--- config.mk ---
export PLATFORM = sky130hd
export DESIGN_NAME = acc_cmp_ctrl
export DESIGN_NICKNAME = d
export VERILOG_FILES = /design/src/hw/acc_pkg.sv /design/src/hw/acc_cmp_unit.sv /design/src/hw/acc_cmp_ctrl.sv
export SDC_FILE = /design/constraint.sdc
export NUM_CORES = 1
export LEC_CHECK = 0
export ABC_AREA = 1
export BUFFER_PORTS_ARGS = -buffer_cell sky130_fd_sc_hd__buf_2
export CAP_MARGIN = 25
export CORE_AREA = 2 2 89 82
export DETAILED_ROUTE_END_ITERATION = 8
export DIE_AREA = 0 0 91 84
export PLACE_DENSITY = 0.77
export SKIP_CTS_REPAIR_TIMING = 1
export SLEW_MARGIN = 20
export SYNTH_ARGS = -nofsm -noshare
export SYNTH_HDL_FRONTEND = slang
export SYNTH_SLANG_ARGS = --single-unit
--- constraint.sdc ---
create_clock -name pclk -period 1.9 [get_ports pclk]
set_clock_uncertainty 0.2 [all_clocks]
set_input_delay 0.095 -clock pclk [delete_from_list [all_inputs] [get_ports pclk]]
set_output_delay 0.095 -clock pclk [all_outputs]
set_load 0.05 [all_outputs]
--- src/hw/acc_pkg.sv ---
// Package for the analog comparator control block.
// Assumes a 32-bit APB bus with byte addresses and an 8-bit register file.
package acc_pkg;

   // ========================================
   // Register offsets (byte addresses)
   localparam logic [7:0] OFS_CTRL_A = 8'h00; // Comparator A control
   localparam logic [7:0] OFS_CTRL_B = 8'h04; // Comparator B control
   localparam logic [7:0] OFS_SHARED = 8'h08; // Shared comparator config
   localparam logic [7:0] OFS_STATUS = 8'h0c; // Sticky interrupt status
   localparam logic [7:0] OFS_MASK = 8'h10; // Interrupt mask
   localparam logic [7:0] OFS_PORT = 8'h14; // Port pin read
   localparam logic [7:0] OFS_ANSEL = 8'h18; // Analog pin select
   localparam logic [7:0] OFS_PINDIR = 8'h1c; // Pin direction

   // ========================================
   // Control register field positions
   localparam int CTL_EN = 7; // Enable
   localparam int CTL_RES = 6; // Result, read only
   localparam int CTL_DRV = 5; // Pin drive
   localparam int CTL_INV = 4; // Result invert
   localparam int CTL_SPD = 3; // Speed select
   localparam int CTL_ROUTE = 2; // Reference route
   localparam int CTL_NEG = 0; // Negative input select, two bits

   // ========================================
   // Shared register field bases; comparator i uses base minus i
   localparam int SH_MIRROR = 7; // Mirror results
   localparam int SH_RSEL = 5; // Reference source select
   localparam int SH_HYS = 3; // Hysteresis enable
   localparam int SH_SYNC = 1; // Timer sync enable

   // ========================================
   // Reset values and write masks
   localparam logic [7:0] CTRL_RST = 8'h00;
   localparam logic [7:0] SHARED_RST = 8'h00;
   localparam logic [7:0] CTRL_WMASK = 8'hbf; // Result bit is read only
   localparam logic [7:0] SHARED_WMASK = 8'h3f; // Mirror bits read only
   localparam logic [1:0] IRQ_RST = 2'h0;
   localparam logic [7:0] ANSEL_RST = 8'hff; // Pins start analog
   localparam logic [7:0] PINDIR_RST = 8'hff; // Pins start as inputs
   localparam int NUM_CMP = 2; // Comparators in the block

   // ========================================
   // Control register layout
   typedef struct packed {
      logic enable; // Comparator on
      logic result; // Read-only result slot
      logic pin_drive; // Result onto pin
      logic result_invert; // Output polarity
      logic speed_select; // Normal or low power
      logic ref_route; // Positive input from internal reference
      logic [1:0] neg_input_select; // Negative input channel
   } acc_ctrl_t;

   // Analog front-end steering for one comparator
   typedef struct packed {
      logic power_on; // Bias and comparator on
      logic speed_select; // Normal or low power
      logic hysteresis_enable; // Hysteresis on
      logic ref_route; // Positive input: 1 reference, 0 pin
      logic use_fixed_ref; // Selected reference: 1 fixed, 0 variable
      logic [1:0] neg_input_select; // Negative input channel
   } acc_analog_t;

endpackage

--- src/hw/acc_cmp_unit.sv ---
// One comparator's digital result path and interrupt mismatch latch.
// Assumes raw_in is already synchronous to pclk and tick is one cycle wide.
`timescale 1ns/10ps
module acc_cmp_unit
   import acc_pkg::*;
(
   input wire logic pclk, // System clock
   input wire logic presetn, // Async reset, active low
   input wire logic enable, // Comparator on
   input wire logic invert, // Result polarity
   input wire logic sync_en, // Latch on timer tick
   input wire logic raw_in, // Raw comparator decision
   input wire logic tick, // Timer source clock rising edge
   input wire logic snap, // Control register read done
   output logic result, // Result seen by software
   output logic mismatch // Result differs from latch
);

   // ========================================
   // Result forming
   logic polar; // Raw result after polarity
   logic live; // Result before optional sync
   logic sync_q; // Result held on timer tick
   logic latch_q; // Mismatch reference copy

   assign polar = raw_in ^ invert;
   // Off comparator shows polarity so latches can be preset
   assign live = enable ? polar : invert;
   // Async mode passes straight through, sync mode uses the held copy
   assign result = sync_en ? sync_q : live;

   // Timer-tick latch; tick already follows any prescaler
   always_ff @(posedge pclk or negedge presetn) begin
      if (!presetn) begin
         sync_q <= 1'b0;
      end else if (tick) begin
         sync_q <= live;
      end
   end

   // ========================================
   // Mismatch latch, refreshed only by the own control read
   always_ff @(posedge pclk or negedge presetn) begin
      if (!presetn) begin
         latch_q <= 1'b0;
      end else if (snap) begin
         latch_q <= result;
      end
   end

   assign mismatch = result ^ latch_q;

endmodule // acc_cmp_unit

--- src/hw/acc_cmp_ctrl.sv ---
// Control and status register bank for two analog comparators.
// Assumes an APB master on pclk, raw comparator outputs synchronous
// to pclk and a one-cycle timer tick after the timer prescaler.
//
// How it works
// - Control bit 7 turns comparator on/off.
// - Pin driven only if drive, enable, output direction.
// - Analog pins read zero in port register.
// - Shared register mirrors both results together.
// - Source select picks fixed or variable reference.
// - Route bit picks reference or pin input.
// - Shared register holds per-comparator hysteresis enables.
// - Disabled comparator result equals its polarity bit in async mode; with sync on, from the next tick.
// - Reset clears all control registers, references off.
// - Sync bit latches result on timer tick.
//
// Added by the designer: register access over APB and the register offsets.
`timescale 1ns/10ps
module acc_cmp_ctrl
   import acc_pkg::*;
#(
   parameter int PIN_W = 8, // Port width
   parameter int CMP_A_PIN = 2, // Port bit of comparator A output
   parameter int CMP_B_PIN = 3 // Port bit of comparator B output
) (
   input wire logic pclk, // APB clock, 25 MHz
   input wire logic presetn, // Async reset, active low
   input wire logic psel, // APB select
   input wire logic penable, // APB access phase
   input wire logic pwrite, // APB direction
   input wire logic [7:0] paddr, // APB byte address
   input wire logic [31:0] pwdata, // APB write data
   input wire logic [3:0] pstrb, // APB byte strobes
   output logic pready, // APB ready
   output logic [31:0] prdata, // APB read data
   output logic pslverr, // APB error on unmapped address
   input wire logic [NUM_CMP-1:0] cmp_raw, // Raw comparator decisions
   input wire logic tmr_tick, // Timer source clock rising edge
   input wire logic [PIN_W-1:0] port_in, // Port pin levels
   output acc_analog_t [NUM_CMP-1:0] analog_cfg, // Front-end steering
   output logic vref_power_on, // Reference generators on
   output logic [NUM_CMP-1:0] cmp_pin_out, // Result onto pin
   output logic [NUM_CMP-1:0] cmp_pin_oe_n, // Pin driven when low
   output logic [PIN_W-1:0] pin_dir, // Pin direction, 1 input
   output logic irq // Level interrupt
);

   // ========================================
   // APB decode
   logic setup; // First cycle of a transfer
   logic access; // Completing cycle of a transfer
   logic wr_done; // Write takes effect
   logic rd_done; // Read completes
   logic lane0; // Low byte strobe
   logic hit_ctrl_a; // Comparator A control
   logic hit_ctrl_b; // Comparator B control
   logic hit_shared; // Shared config
   logic hit_status; // Interrupt status
   logic hit_mask; // Interrupt mask
   logic hit_port; // Port read
   logic hit_ansel; // Analog select
   logic hit_pindir; // Pin direction
   logic mapped; // Any register hit
   logic [7:0] wbyte; // Written byte

   assign setup = psel & ~penable;
   assign access = psel & penable;
   assign wr_done = access & pwrite & lane0;
   assign rd_done = access & ~pwrite;
   assign lane0 = pstrb[0];
   assign wbyte = pwdata[7:0];

   assign hit_ctrl_a = (paddr == OFS_CTRL_A);
   assign hit_ctrl_b = (paddr == OFS_CTRL_B);
   assign hit_shared = (paddr == OFS_SHARED);
   assign hit_status = (paddr == OFS_STATUS);
   assign hit_mask = (paddr == OFS_MASK);
   assign hit_port = (paddr == OFS_PORT);
   assign hit_ansel = (paddr == OFS_ANSEL);
   assign hit_pindir = (paddr == OFS_PINDIR);
   assign mapped = hit_ctrl_a | hit_ctrl_b | hit_shared | hit_status |
                   hit_mask | hit_port | hit_ansel | hit_pindir;

   // Zero wait states: read data is captured in the setup cycle
   assign pready = 1'b1;
   // Unmapped addresses answer with an error, writes are dropped
   assign pslverr = access & ~mapped;

   // ========================================
   // Storage
   logic [7:0] ctrl_q [NUM_CMP]; // Control registers, result slot unused
   logic [7:0] ctrl_d [NUM_CMP]; // Next control values
   logic [7:0] shared_q; // Shared config, mirror slots unused
   logic [7:0] shared_d; // Next shared config
   logic [NUM_CMP-1:0] sts_q; // Sticky mismatch status
   logic [NUM_CMP-1:0] sts_d; // Next status
   logic [NUM_CMP-1:0] mask_q; // Interrupt mask
   logic [NUM_CMP-1:0] mask_d; // Next mask
   logic [PIN_W-1:0] ansel_q; // Analog pin select
   logic [PIN_W-1:0] ansel_d; // Next analog select
   logic [PIN_W-1:0] pindir_q; // Pin direction
   logic [PIN_W-1:0] pindir_d; // Next direction
   logic [31:0] prdata_q; // Registered read data
   logic [31:0] prdata_d; // Read mux

   // Per-comparator wires
   logic [NUM_CMP-1:0] hit_ctrl; // Control register hit
   logic [NUM_CMP-1:0] result; // Comparator results
   logic [NUM_CMP-1:0] mismatch; // Mismatch events
   logic [NUM_CMP-1:0] snap; // Own control read completes
   logic [NUM_CMP-1:0] mirror; // Mirror slot values
   acc_ctrl_t [NUM_CMP-1:0] ctrl_v; // Control fields with result
   logic [NUM_CMP-1:0] sts_clr; // Write-one-to-clear bits

   assign hit_ctrl = {hit_ctrl_b, hit_ctrl_a};

   // ========================================
   // Per-comparator logic
   genvar i;
   generate
      for (i = 0; i < NUM_CMP; i++) begin : g_cmp
         localparam int PIN = (i == 0) ? CMP_A_PIN : CMP_B_PIN;
         logic drive_ok; // All pin drive conditions met

         // Control view: stored fields plus live result bit
         assign ctrl_v[i] = acc_ctrl_t'({ctrl_q[i][7:CTL_RES+1], result[i],
                                         ctrl_q[i][CTL_RES-1:0]});

         // Control write; result slot stays zero in storage
         assign ctrl_d[i] = (wr_done & hit_ctrl[i]) ?
                            (wbyte & CTRL_WMASK) : ctrl_q[i];

         // Only a read of this control register refreshes the latch
         assign snap[i] = rd_done & hit_ctrl[i];

         acc_cmp_unit u_unit (
            .pclk(pclk),
            .presetn(presetn),
            .enable(ctrl_q[i][CTL_EN]),
            .invert(ctrl_q[i][CTL_INV]),
            .sync_en(shared_q[SH_SYNC-i]),
            .raw_in(cmp_raw[i]),
            .tick(tmr_tick),
            .snap(snap[i]),
            .result(result[i]),
            .mismatch(mismatch[i])
         );

         // Both results come from the same cycle, so no skew
         assign mirror[i] = result[i];

         // Front-end steering
         assign analog_cfg[i].power_on = ctrl_q[i][CTL_EN];
         assign analog_cfg[i].speed_select = ctrl_q[i][CTL_SPD];
         assign analog_cfg[i].hysteresis_enable = shared_q[SH_HYS-i];
         assign analog_cfg[i].ref_route = ctrl_q[i][CTL_ROUTE];
         assign analog_cfg[i].use_fixed_ref = shared_q[SH_RSEL-i];
         assign analog_cfg[i].neg_input_select =
            ctrl_q[i][CTL_NEG+1:CTL_NEG];

         // Pin carries the result only with all three conditions
         assign drive_ok = ctrl_q[i][CTL_DRV] & ctrl_q[i][CTL_EN] &
                           ~pindir_q[PIN];
         assign cmp_pin_out[i] = result[i];
         assign cmp_pin_oe_n[i] = ~drive_ok;
      end
   endgenerate

   // References only run while some comparator is on
   assign vref_power_on = |(analog_cfg[0].power_on | analog_cfg[1].power_on);

   // ========================================
   // Shared config, status, mask and port registers
   assign shared_d = (wr_done & hit_shared) ?
                     (wbyte & SHARED_WMASK) : shared_q;

   // A set in the same cycle as its clear wins
   assign sts_clr = (wr_done & hit_status) ? wbyte[NUM_CMP-1:0] : '0;
   assign sts_d = (sts_q & ~sts_clr) | mismatch;

   assign mask_d = (wr_done & hit_mask) ? wbyte[NUM_CMP-1:0] : mask_q;
   assign ansel_d = (wr_done & hit_ansel) ? wbyte[PIN_W-1:0] : ansel_q;
   assign pindir_d = (wr_done & hit_pindir) ? wbyte[PIN_W-1:0] : pindir_q;

   // ========================================
   // Read mux
   always_comb begin
      prdata_d = 32'h0000_0000;
      if (hit_ctrl_a) begin
         prdata_d[7:0] = ctrl_v[0];
      end else if (hit_ctrl_b) begin
         prdata_d[7:0] = ctrl_v[1];
      end else if (hit_shared) begin
         // Mirror reads do not touch the mismatch latches
         prdata_d[7:0] = shared_q;
         prdata_d[SH_MIRROR] = mirror[0];
         prdata_d[SH_MIRROR-1] = mirror[1];
      end else if (hit_status) begin
         prdata_d[NUM_CMP-1:0] = sts_q;
      end else if (hit_mask) begin
         prdata_d[NUM_CMP-1:0] = mask_q;
      end else if (hit_port) begin
         // Analog pins read zero whatever the pin level
         prdata_d[PIN_W-1:0] = port_in & ~ansel_q;
      end else if (hit_ansel) begin
         prdata_d[PIN_W-1:0] = ansel_q;
      end else if (hit_pindir) begin
         prdata_d[PIN_W-1:0] = pindir_q;
      end else begin
         prdata_d = 32'h0000_0000; // Unmapped reads as zero
      end
   end

   // Capture read data in setup so prdata comes from a flop
   always_ff @(posedge pclk or negedge presetn) begin
      if (!presetn) begin
         prdata_q <= 32'h0000_0000;
      end else if (setup & ~pwrite) begin
         prdata_q <= prdata_d;
      end
   end

   assign prdata = prdata_q;

   // ========================================
   // Control registers; reset turns both comparators off
   always_ff @(posedge pclk or negedge presetn) begin
      if (!presetn) begin
         ctrl_q[0] <= CTRL_RST;
         ctrl_q[1] <= CTRL_RST;
         shared_q <= SHARED_RST;
      end else begin
         ctrl_q[0] <= ctrl_d[0];
         ctrl_q[1] <= ctrl_d[1];
         shared_q <= shared_d;
      end
   end

   // Interrupt status and mask
   always_ff @(posedge pclk or negedge presetn) begin
      if (!presetn) begin
         sts_q <= IRQ_RST;
         mask_q <= IRQ_RST;
      end else begin
         sts_q <= sts_d;
         mask_q <= mask_d;
      end
   end

   // Port configuration
   always_ff @(posedge pclk or negedge presetn) begin
      if (!presetn) begin
         ansel_q <= ANSEL_RST;
         pindir_q <= PINDIR_RST;
      end else begin
         ansel_q <= ansel_d;
         pindir_q <= pindir_d;
      end
   end

   assign pin_dir = pindir_q;

   // Level interrupt while any unmasked status bit is set
   assign irq = |(sts_q & mask_q);

endmodule // acc_cmp_ctrl

==> results of run 1 <==
==> synth_stat cells <==
| cell | n | share of area |
|---|---|---|
| nor4_4 | 1 | 0.0065 |
| o21ai_0 | 2 | 0.0031 |
| nand2_1 | 110 | 0.13 |
| o21ai_2 | 31 | 0.083 |
| dfstp_2 | 16 | 0.13 |
| nor2_8 | 2 | 0.012 |
| a21oi_1 | 9 | 0.014 |
| buf_6 | 5 | 0.017 |
| inv_2 | 9 | 0.010 |
| o21ai_1 | 12 | 0.018 |
| nand3_2 | 1 | 0.0031 |
| a22o_1 | 1 | 0.0027 |
| nand3_1 | 34 | 0.052 |
| o211ai_1 | 2 | 0.0046 |
| xor2_1 | 1 | 0.0027 |
| inv_1 | 27 | 0.031 |
| o21bai_1 | 1 | 0.0023 |
| conb_1 | 2 | 0.0023 |
| or2_0 | 2 | 0.0038 |
| dfrtp_1 | 36 | 0.27 |
| nor4_1 | 1 | 0.0019 |
| nor2_2 | 3 | 0.0057 |
| nand2_4 | 4 | 0.014 |
| and3_1 | 1 | 0.0019 |
| nor3_2 | 1 | 0.0031 |
| nor2_1 | 31 | 0.036 |
| inv_4 | 2 | 0.0038 |
| or3b_1 | 1 | 0.0027 |
| a31oi_1 | 1 | 0.0019 |
| buf_4 | 39 | 0.089 |
| buf_2 | 3 | 0.0046 |
| nand2_2 | 11 | 0.021 |
| nor2_4 | 5 | 0.017 |
==> per-stage QoR <==
stage               setup slack [ns]   util  total power [uW]  area (um^2)  hold slack, ns
floorplan                     0.0491      -              1440         3370          -0.401
global placement               0.235  0.509              1480         3470          0.0420
detailed placement             0.186  0.509              1490         3470          0.0429
CTS                            0.111  0.525              2230         3580          -0.286
global route                  0.0117  0.539              2310         3670          0.0251
finish                         0.109  0.539              2230         3670         -0.0351
==> sequential cells by signal (all words and copies together) (netlist names) <==
register,count
prdata,8
shared_q,6
g_cmp.u_unit.latch_q,2
ctrl_q,4
g_cmp.u_unit.sync_q,2
sts_q,2
pin_dir,8
analog_cfg,10
mask_q,2
ansel_q,8
==> power groups by stage <==
stage	combinational (uW)	sequential, uW	clock (uW)
global placement	333	1150	0
finish	349	1130	745
detailed placement	337	1150	0
CTS	337	1130	758
global route	376	1130	797
floorplan	265	1180	0
==> worst max-delay path by stage <==
| stage | startpoint | slack (ns) | cells past startpoint | endpoint |
|---|---|---|---|---|
| 2_1_floorplan | paddr[0] | 0.05 | 7 | pslverr |
| 3_3_place_gp | paddr[6] | 0.24 | 8 | pslverr |
| 3_5_place_dp | paddr[5] | 0.19 | 8 | pslverr |
| 4_1_cts | analog_cfg[13] | 0.11 | 4 | cmp_pin_out[1] |
| 5_1_grt | analog_cfg[6] | 0.01 | 5 | cmp_pin_out[0] |
| 6_report | analog_cfg[13] | 0.11 | 4 | cmp_pin_out[1] |
==> layout make-up <==
cell class | count | area, um^2
fill | 659 | 3150
multi-input combinational | 293 | 1540
sequential | 52 | 1320
timing repair buffer | 79 | 445
inverter | 38 | 148
tap | 93 | 116
clock buffer | 6 | 72.6
clock inverter | 2 | 35.0
==> placed cells by master, fill, tap and decap left out, drive strengths merged <==
cell type,netlist,layout
nor3,1,1
or2,2,2
and3,1,1
a31oi,1,1
o21bai,1,1
a22o,1,1
clkinv,0,1
dfrtp,36,36
clkbuf,0,7
nor4,2,2
o211ai,2,2
bufinv,0,1
or3b,1,1
buf,47,69
conb,2,25
dfstp,16,16
nand3,35,35
inv,38,38
a21oi,9,9
nand2,125,125
dlygate4sd3,0,9
nor2,41,41
o21ai,45,45
xor2,1,1
==> cell families after synthesis <==
group | Yosys count | share of synthesized area
simple gates | 208 | 0.306
buf+inv | 85 | 0.156
compound gates | 59 | 0.129
flops | 52 | 0.403
other cells | 2 | 0.00229
xor+xnor | 1 | 0.00267
==> per-layer routing <==
layer / track usage / vias to the layer above / part of all wire
met1: 0.259 / 1284 / 0.44
li1: - / 1351 / -
met4: 0.0689 / 0 / 0.013
met3: 0.0316 / 11 / 0.057
met2: 0.321 / 91 / 0.49
met5: 0 / - / 0
==> critical path, cell delays in order, from the launching register on <==
cell,delay (ns)
dfrtp_1,0.45
nand2_1,0.09
xor2_1,0.16
o21ai_2,0.19
buf_2,0.31
==> results.ini, run 1 <==
[synth]
synth_cell_types = 33
yosysSeqAreaShare = 0.403
ys_ff_latch = 52
ys_warn_count = 0
syn_area_um2 = 3280
synth_area_per_cell_um2 = 8.05
synth_cells = 407

[finish]
nets = 529
area_growth_pct = 12.1
layout-drive-gt1-share = 0.349
stdcell_count = 563
diodes = 0

[power_and_ir_drop]
p_int_uw = 1590
p_switching_uw = 638
switching_share = 0.286
pwr-share-comb = 0.157
leakage_uw = 0.00197
ir_drop_mv = 0.368
power.density_nw_per_um2 = 606
power_frac_seq = 0.509
pwr-share-clk = 0.335

[place]
placed_cells = 546
place_congestion = 0.928
portBuffers = 69
dp_hpwl_mm = 5.50

[routing]
viasPerCell = 4.86
drcViolationCount = 0
wl_per_cell_um = 12.7
postRouteAntennaNets = 0
dr_total_vias = 2737
drt_pre_antenna_iters = 4
drt_wl_total_mm = 7.18
drtIter0Drc = 184

[sta]
finalHoldViolCount = 1
slew_headroom = 0.576
drv_slew = 0
fmax_mhz = 558
period_share = 0.943
fin_crit_ns = 1.79
finalSetupTns_ns = 0
worst_slew_pin_slew_ns = 0.636
grt_setup_unrepaired = false
setup_viol = 0
timing.hold.ws_ns = -0.0351

[status]
status = complete, but fails checks
violations = negative hold slack

[global_route]
grt_pass1_vias = 2561
antenna_found_initial = 0
gr-usage-all-layers = 0.195
grt_max_degree = 53
grt_pass1_wl_mm = 11.9
grt_overflow_total = 0

[worst_hold_path]
hp-start = cmp_raw[0]
hold_path_depth = 4
worst_hold_path_type = primary input to flop
whs_endpoint = g_cmp[0].u_unit.sync_q

[floorplan]
coreArea_um2 = 6820
fp.dieW_um = 91
num_io_pins = 122
dieArea_um2 = 7640
placementRows = 29
start_util = 0.480
die_h_um = 84

[clock_network]
clkTransAtPathRegs_ns = 0.09
cts.path.max_buffers = 2
cts-htree-levels = 2
clk_latency_ns = 0.30
cts_buffers = 5
cts_root_buf = clkbuf_8
cts_tree = built
cts_sinks = 52

[worst_setup_path]
cp-start-kind = flop
critPathArrivalTime_ns = 1.50
crit_fanout = 5
worstSetupEndpointType = output port
crit_type = flop to output port
r2r_setup_slack_ns = 0.39
crit_required_ns = 1.60
regToRegStartpoint = analog_cfg[6]
ff2ff_path_depth = 7
rr_endpoint = sts_q[0]

[run]
maxCapViolCount = 0

(Power assumes the default switching activity.)
==> run 2: changes to the inputs <==
--- a/config.mk
+++ b/config.mk
@@ -8,10 +8,10 @@
 export ABC_AREA = 1
 export BUFFER_PORTS_ARGS = -buffer_cell sky130_fd_sc_hd__buf_2
 export CAP_MARGIN = 25
-export CORE_AREA = 2 2 89 82
+export CORE_AREA = 2 2 93 86
 export DETAILED_ROUTE_END_ITERATION = 8
-export DIE_AREA = 0 0 91 84
-export PLACE_DENSITY = 0.77
+export DIE_AREA = 0 0 95 88
+export PLACE_DENSITY = 0.74
 export SKIP_CTS_REPAIR_TIMING = 1
 export SLEW_MARGIN = 20
 export SYNTH_ARGS = -nofsm -noshare
==> constraint.sdc (replaced) <==
create_clock -name pclk -period 1.6 [get_ports pclk]
set_clock_uncertainty 0.2 [all_clocks]
set_input_delay 0.08 -clock pclk [delete_from_list [all_inputs] [get_ports pclk]]
set_output_delay 0.08 -clock pclk [all_outputs]
set_load 0.05 [all_outputs]
==> run 2 against run 1 <==
  * The flow finishes with violations (negative hold slack, negative setup slack)
  * Total power increased by 20%
  * Sequential share of layout area decreased by 1.4 points
  * Register-to-register slack got worse by 0.35 ns
  * Hold slack got worse by 0.0089 ns
  * Routed wire length increased by 4.8%
  * Critical endpoint unchanged
  * Largest cell class unchanged
  * Largest power group unchanged
==> results.ini, run 2 (synthesized netlist as in run 1, its figures left out) <==
[status]
status = complete, but fails checks
violations = negative hold slack, negative setup slack

[sta]
fmax_mhz = 612
setup_viol = 2
grt_setup_unrepaired = true
fin_crit_ns = 1.63
layout_setup_ws_ns = -0.0328
timing.hold.ws_ns = -0.0440
drv_slew = 0
period_share = 1.02
finalSetupTns_ns = -0.0497
finalHoldViolCount = 1

[routing]
drt_pre_antenna_iters = 4
postRouteAntennaNets = 0
drcViolationCount = 0
drtIter0Drc = 229
drt_wl_total_mm = 7.52
viasPerCell = 4.82
dr_total_vias = 2782
wl_per_cell_um = 13.0

[finish]
nFillCells = 733
largest_reg_flops = 10
final_common_cell = nand2_1
layout-drive-gt1-share = 0.364
nets = 540
layout_common_cells = nand2_1 (109), buf_2 (64), dfrtp_1 (36)
finalCoreUtilization = 0.517
diodes = 0
area_growth_pct = 16.7

[place]
portBuffers = 69
dp_hpwl_mm = 5.74
post-place-ws_ns = 0.0410
place_congestion = 0.938

[power_and_ir_drop]
power.total_uw = 2670
leakage_uw = 0.00205
ir_drop_mv = 0.577
power.density_nw_per_um2 = 698

[floorplan]
start_util = 0.443
coreArea_um2 = 7390
placementRows = 30
num_io_pins = 122
fp.dieW_um = 95
die_h_um = 88
dieArea_um2 = 8360

[global_route]
grt_max_degree = 53
grt_pass1_vias = 2624
grt_overflow_total = 0
antenna_found_initial = 0
grt_pass1_wl_mm = 12.1
gr-usage-all-layers = 0.187

[run]
maxCapViolCount = 0

[clock_network]
cts_tree = built
cts_root_buf = clkbuf_8
cts.path.max_buffers = 2
clk_latency_ns = 0.31
clkTransAtPathRegs_ns = 0.09
cts-htree-levels = 2
cts_buffers = 5
cts_sinks = 52

[worst_setup_path]
worstSetupEndpointType = output port
cp-start-kind = flop
critPathArrivalTime_ns = 1.35
crit_start = ctrl_q[4]
regToRegStartpoint = ctrl_q[4]
crit_required_ns = 1.32
crit_fanout = 3
crit_type = flop to output port

[worst_hold_path]
hp-start = cmp_raw[0]
worst_hold_path_type = primary input to flop

==> run 2: changes by cell type in the layout (fill, tap and decap cells not counted) <==
| cell | delta |
|---|---|
| buf_12 | +2 |
| buf_2 | -4 |
| buf_4 | +10 |
| buf_6 | +3 |
| clkbuf_1 | +1 |
| clkinv_2 | -1 |
| nand2_1 | -1 |
| nand2_2 | +1 |
| nor4_2 | -1 |
| nor4_4 | +1 |
| o21ai_2 | -1 |
| o21ai_4 | +1 |
==> run 2: worst max-delay path, cell delays in order, from the launching register on <==
cell and delay (ns):
dfrtp_1 0.41, xor2_1 0.19, o21ai_2 0.25, buf_6 0.20
==> run 2: report_power, final <==
part | internal, uW | switching (uW) | total [uW]
clock network | 469 | 426 | 894
logic | 101 | 331 | 432
registers | 1330 | 11.5 | 1340
total | 1900 | 769 | 2670
==> run 2: cell type report <==
type                       instances  area [um^2]  area share
inverter                          38          148      0.0386
timing repair buffer              90          574       0.150
clock inverter                     1         30.0     0.00785
clock buffer                       7         76.3      0.0200
tap                               96          120      0.0314
sequential                        52         1320       0.345
multi-input combinational        293         1560       0.407
==> run 2: through the flow <==
stage          hold slack [ns]  std cells  cell area, um^2
2_1_floorplan           -0.416        430             3380
3_3_place_gp            -0.110        557             3570
3_5_place_dp            -0.110        557             3570
4_1_cts                 -0.448        565             3680
5_1_grt                -0.0180        577             3820
6_report               -0.0440        577             3820
==> run 2: path summary, 6_finish.rpt <==
check | to | slack (ns) | depth (start not counted)
max | cmp_pin_out[1] | -0.03 | 3
min | g_cmp[0].u_unit.sync_q | -0.04 | 4
max reg2reg | sts_q[1] | 0.04 | 6
min reg2reg | prdata[3] | 0.28 | 2
max in group asynchronous | pin_dir[1] | 0.82 | 3
min in group asynchronous | analog_cfg[3] | 0.07 | 3
==> run 2: per-layer routing <==
| metal | GRT usage | up-vias | routed length, um |
|---|---|---|---|
| met5 | 0 | - | 0 |
| met4 | 0.0646 | 0 | 144 |
| met3 | 0.0387 | 14 | 426 |
| met2 | 0.325 | 91 | 3830 |
| met1 | 0.232 | 1305 | 3120 |
| li1 | - | 1372 | - |
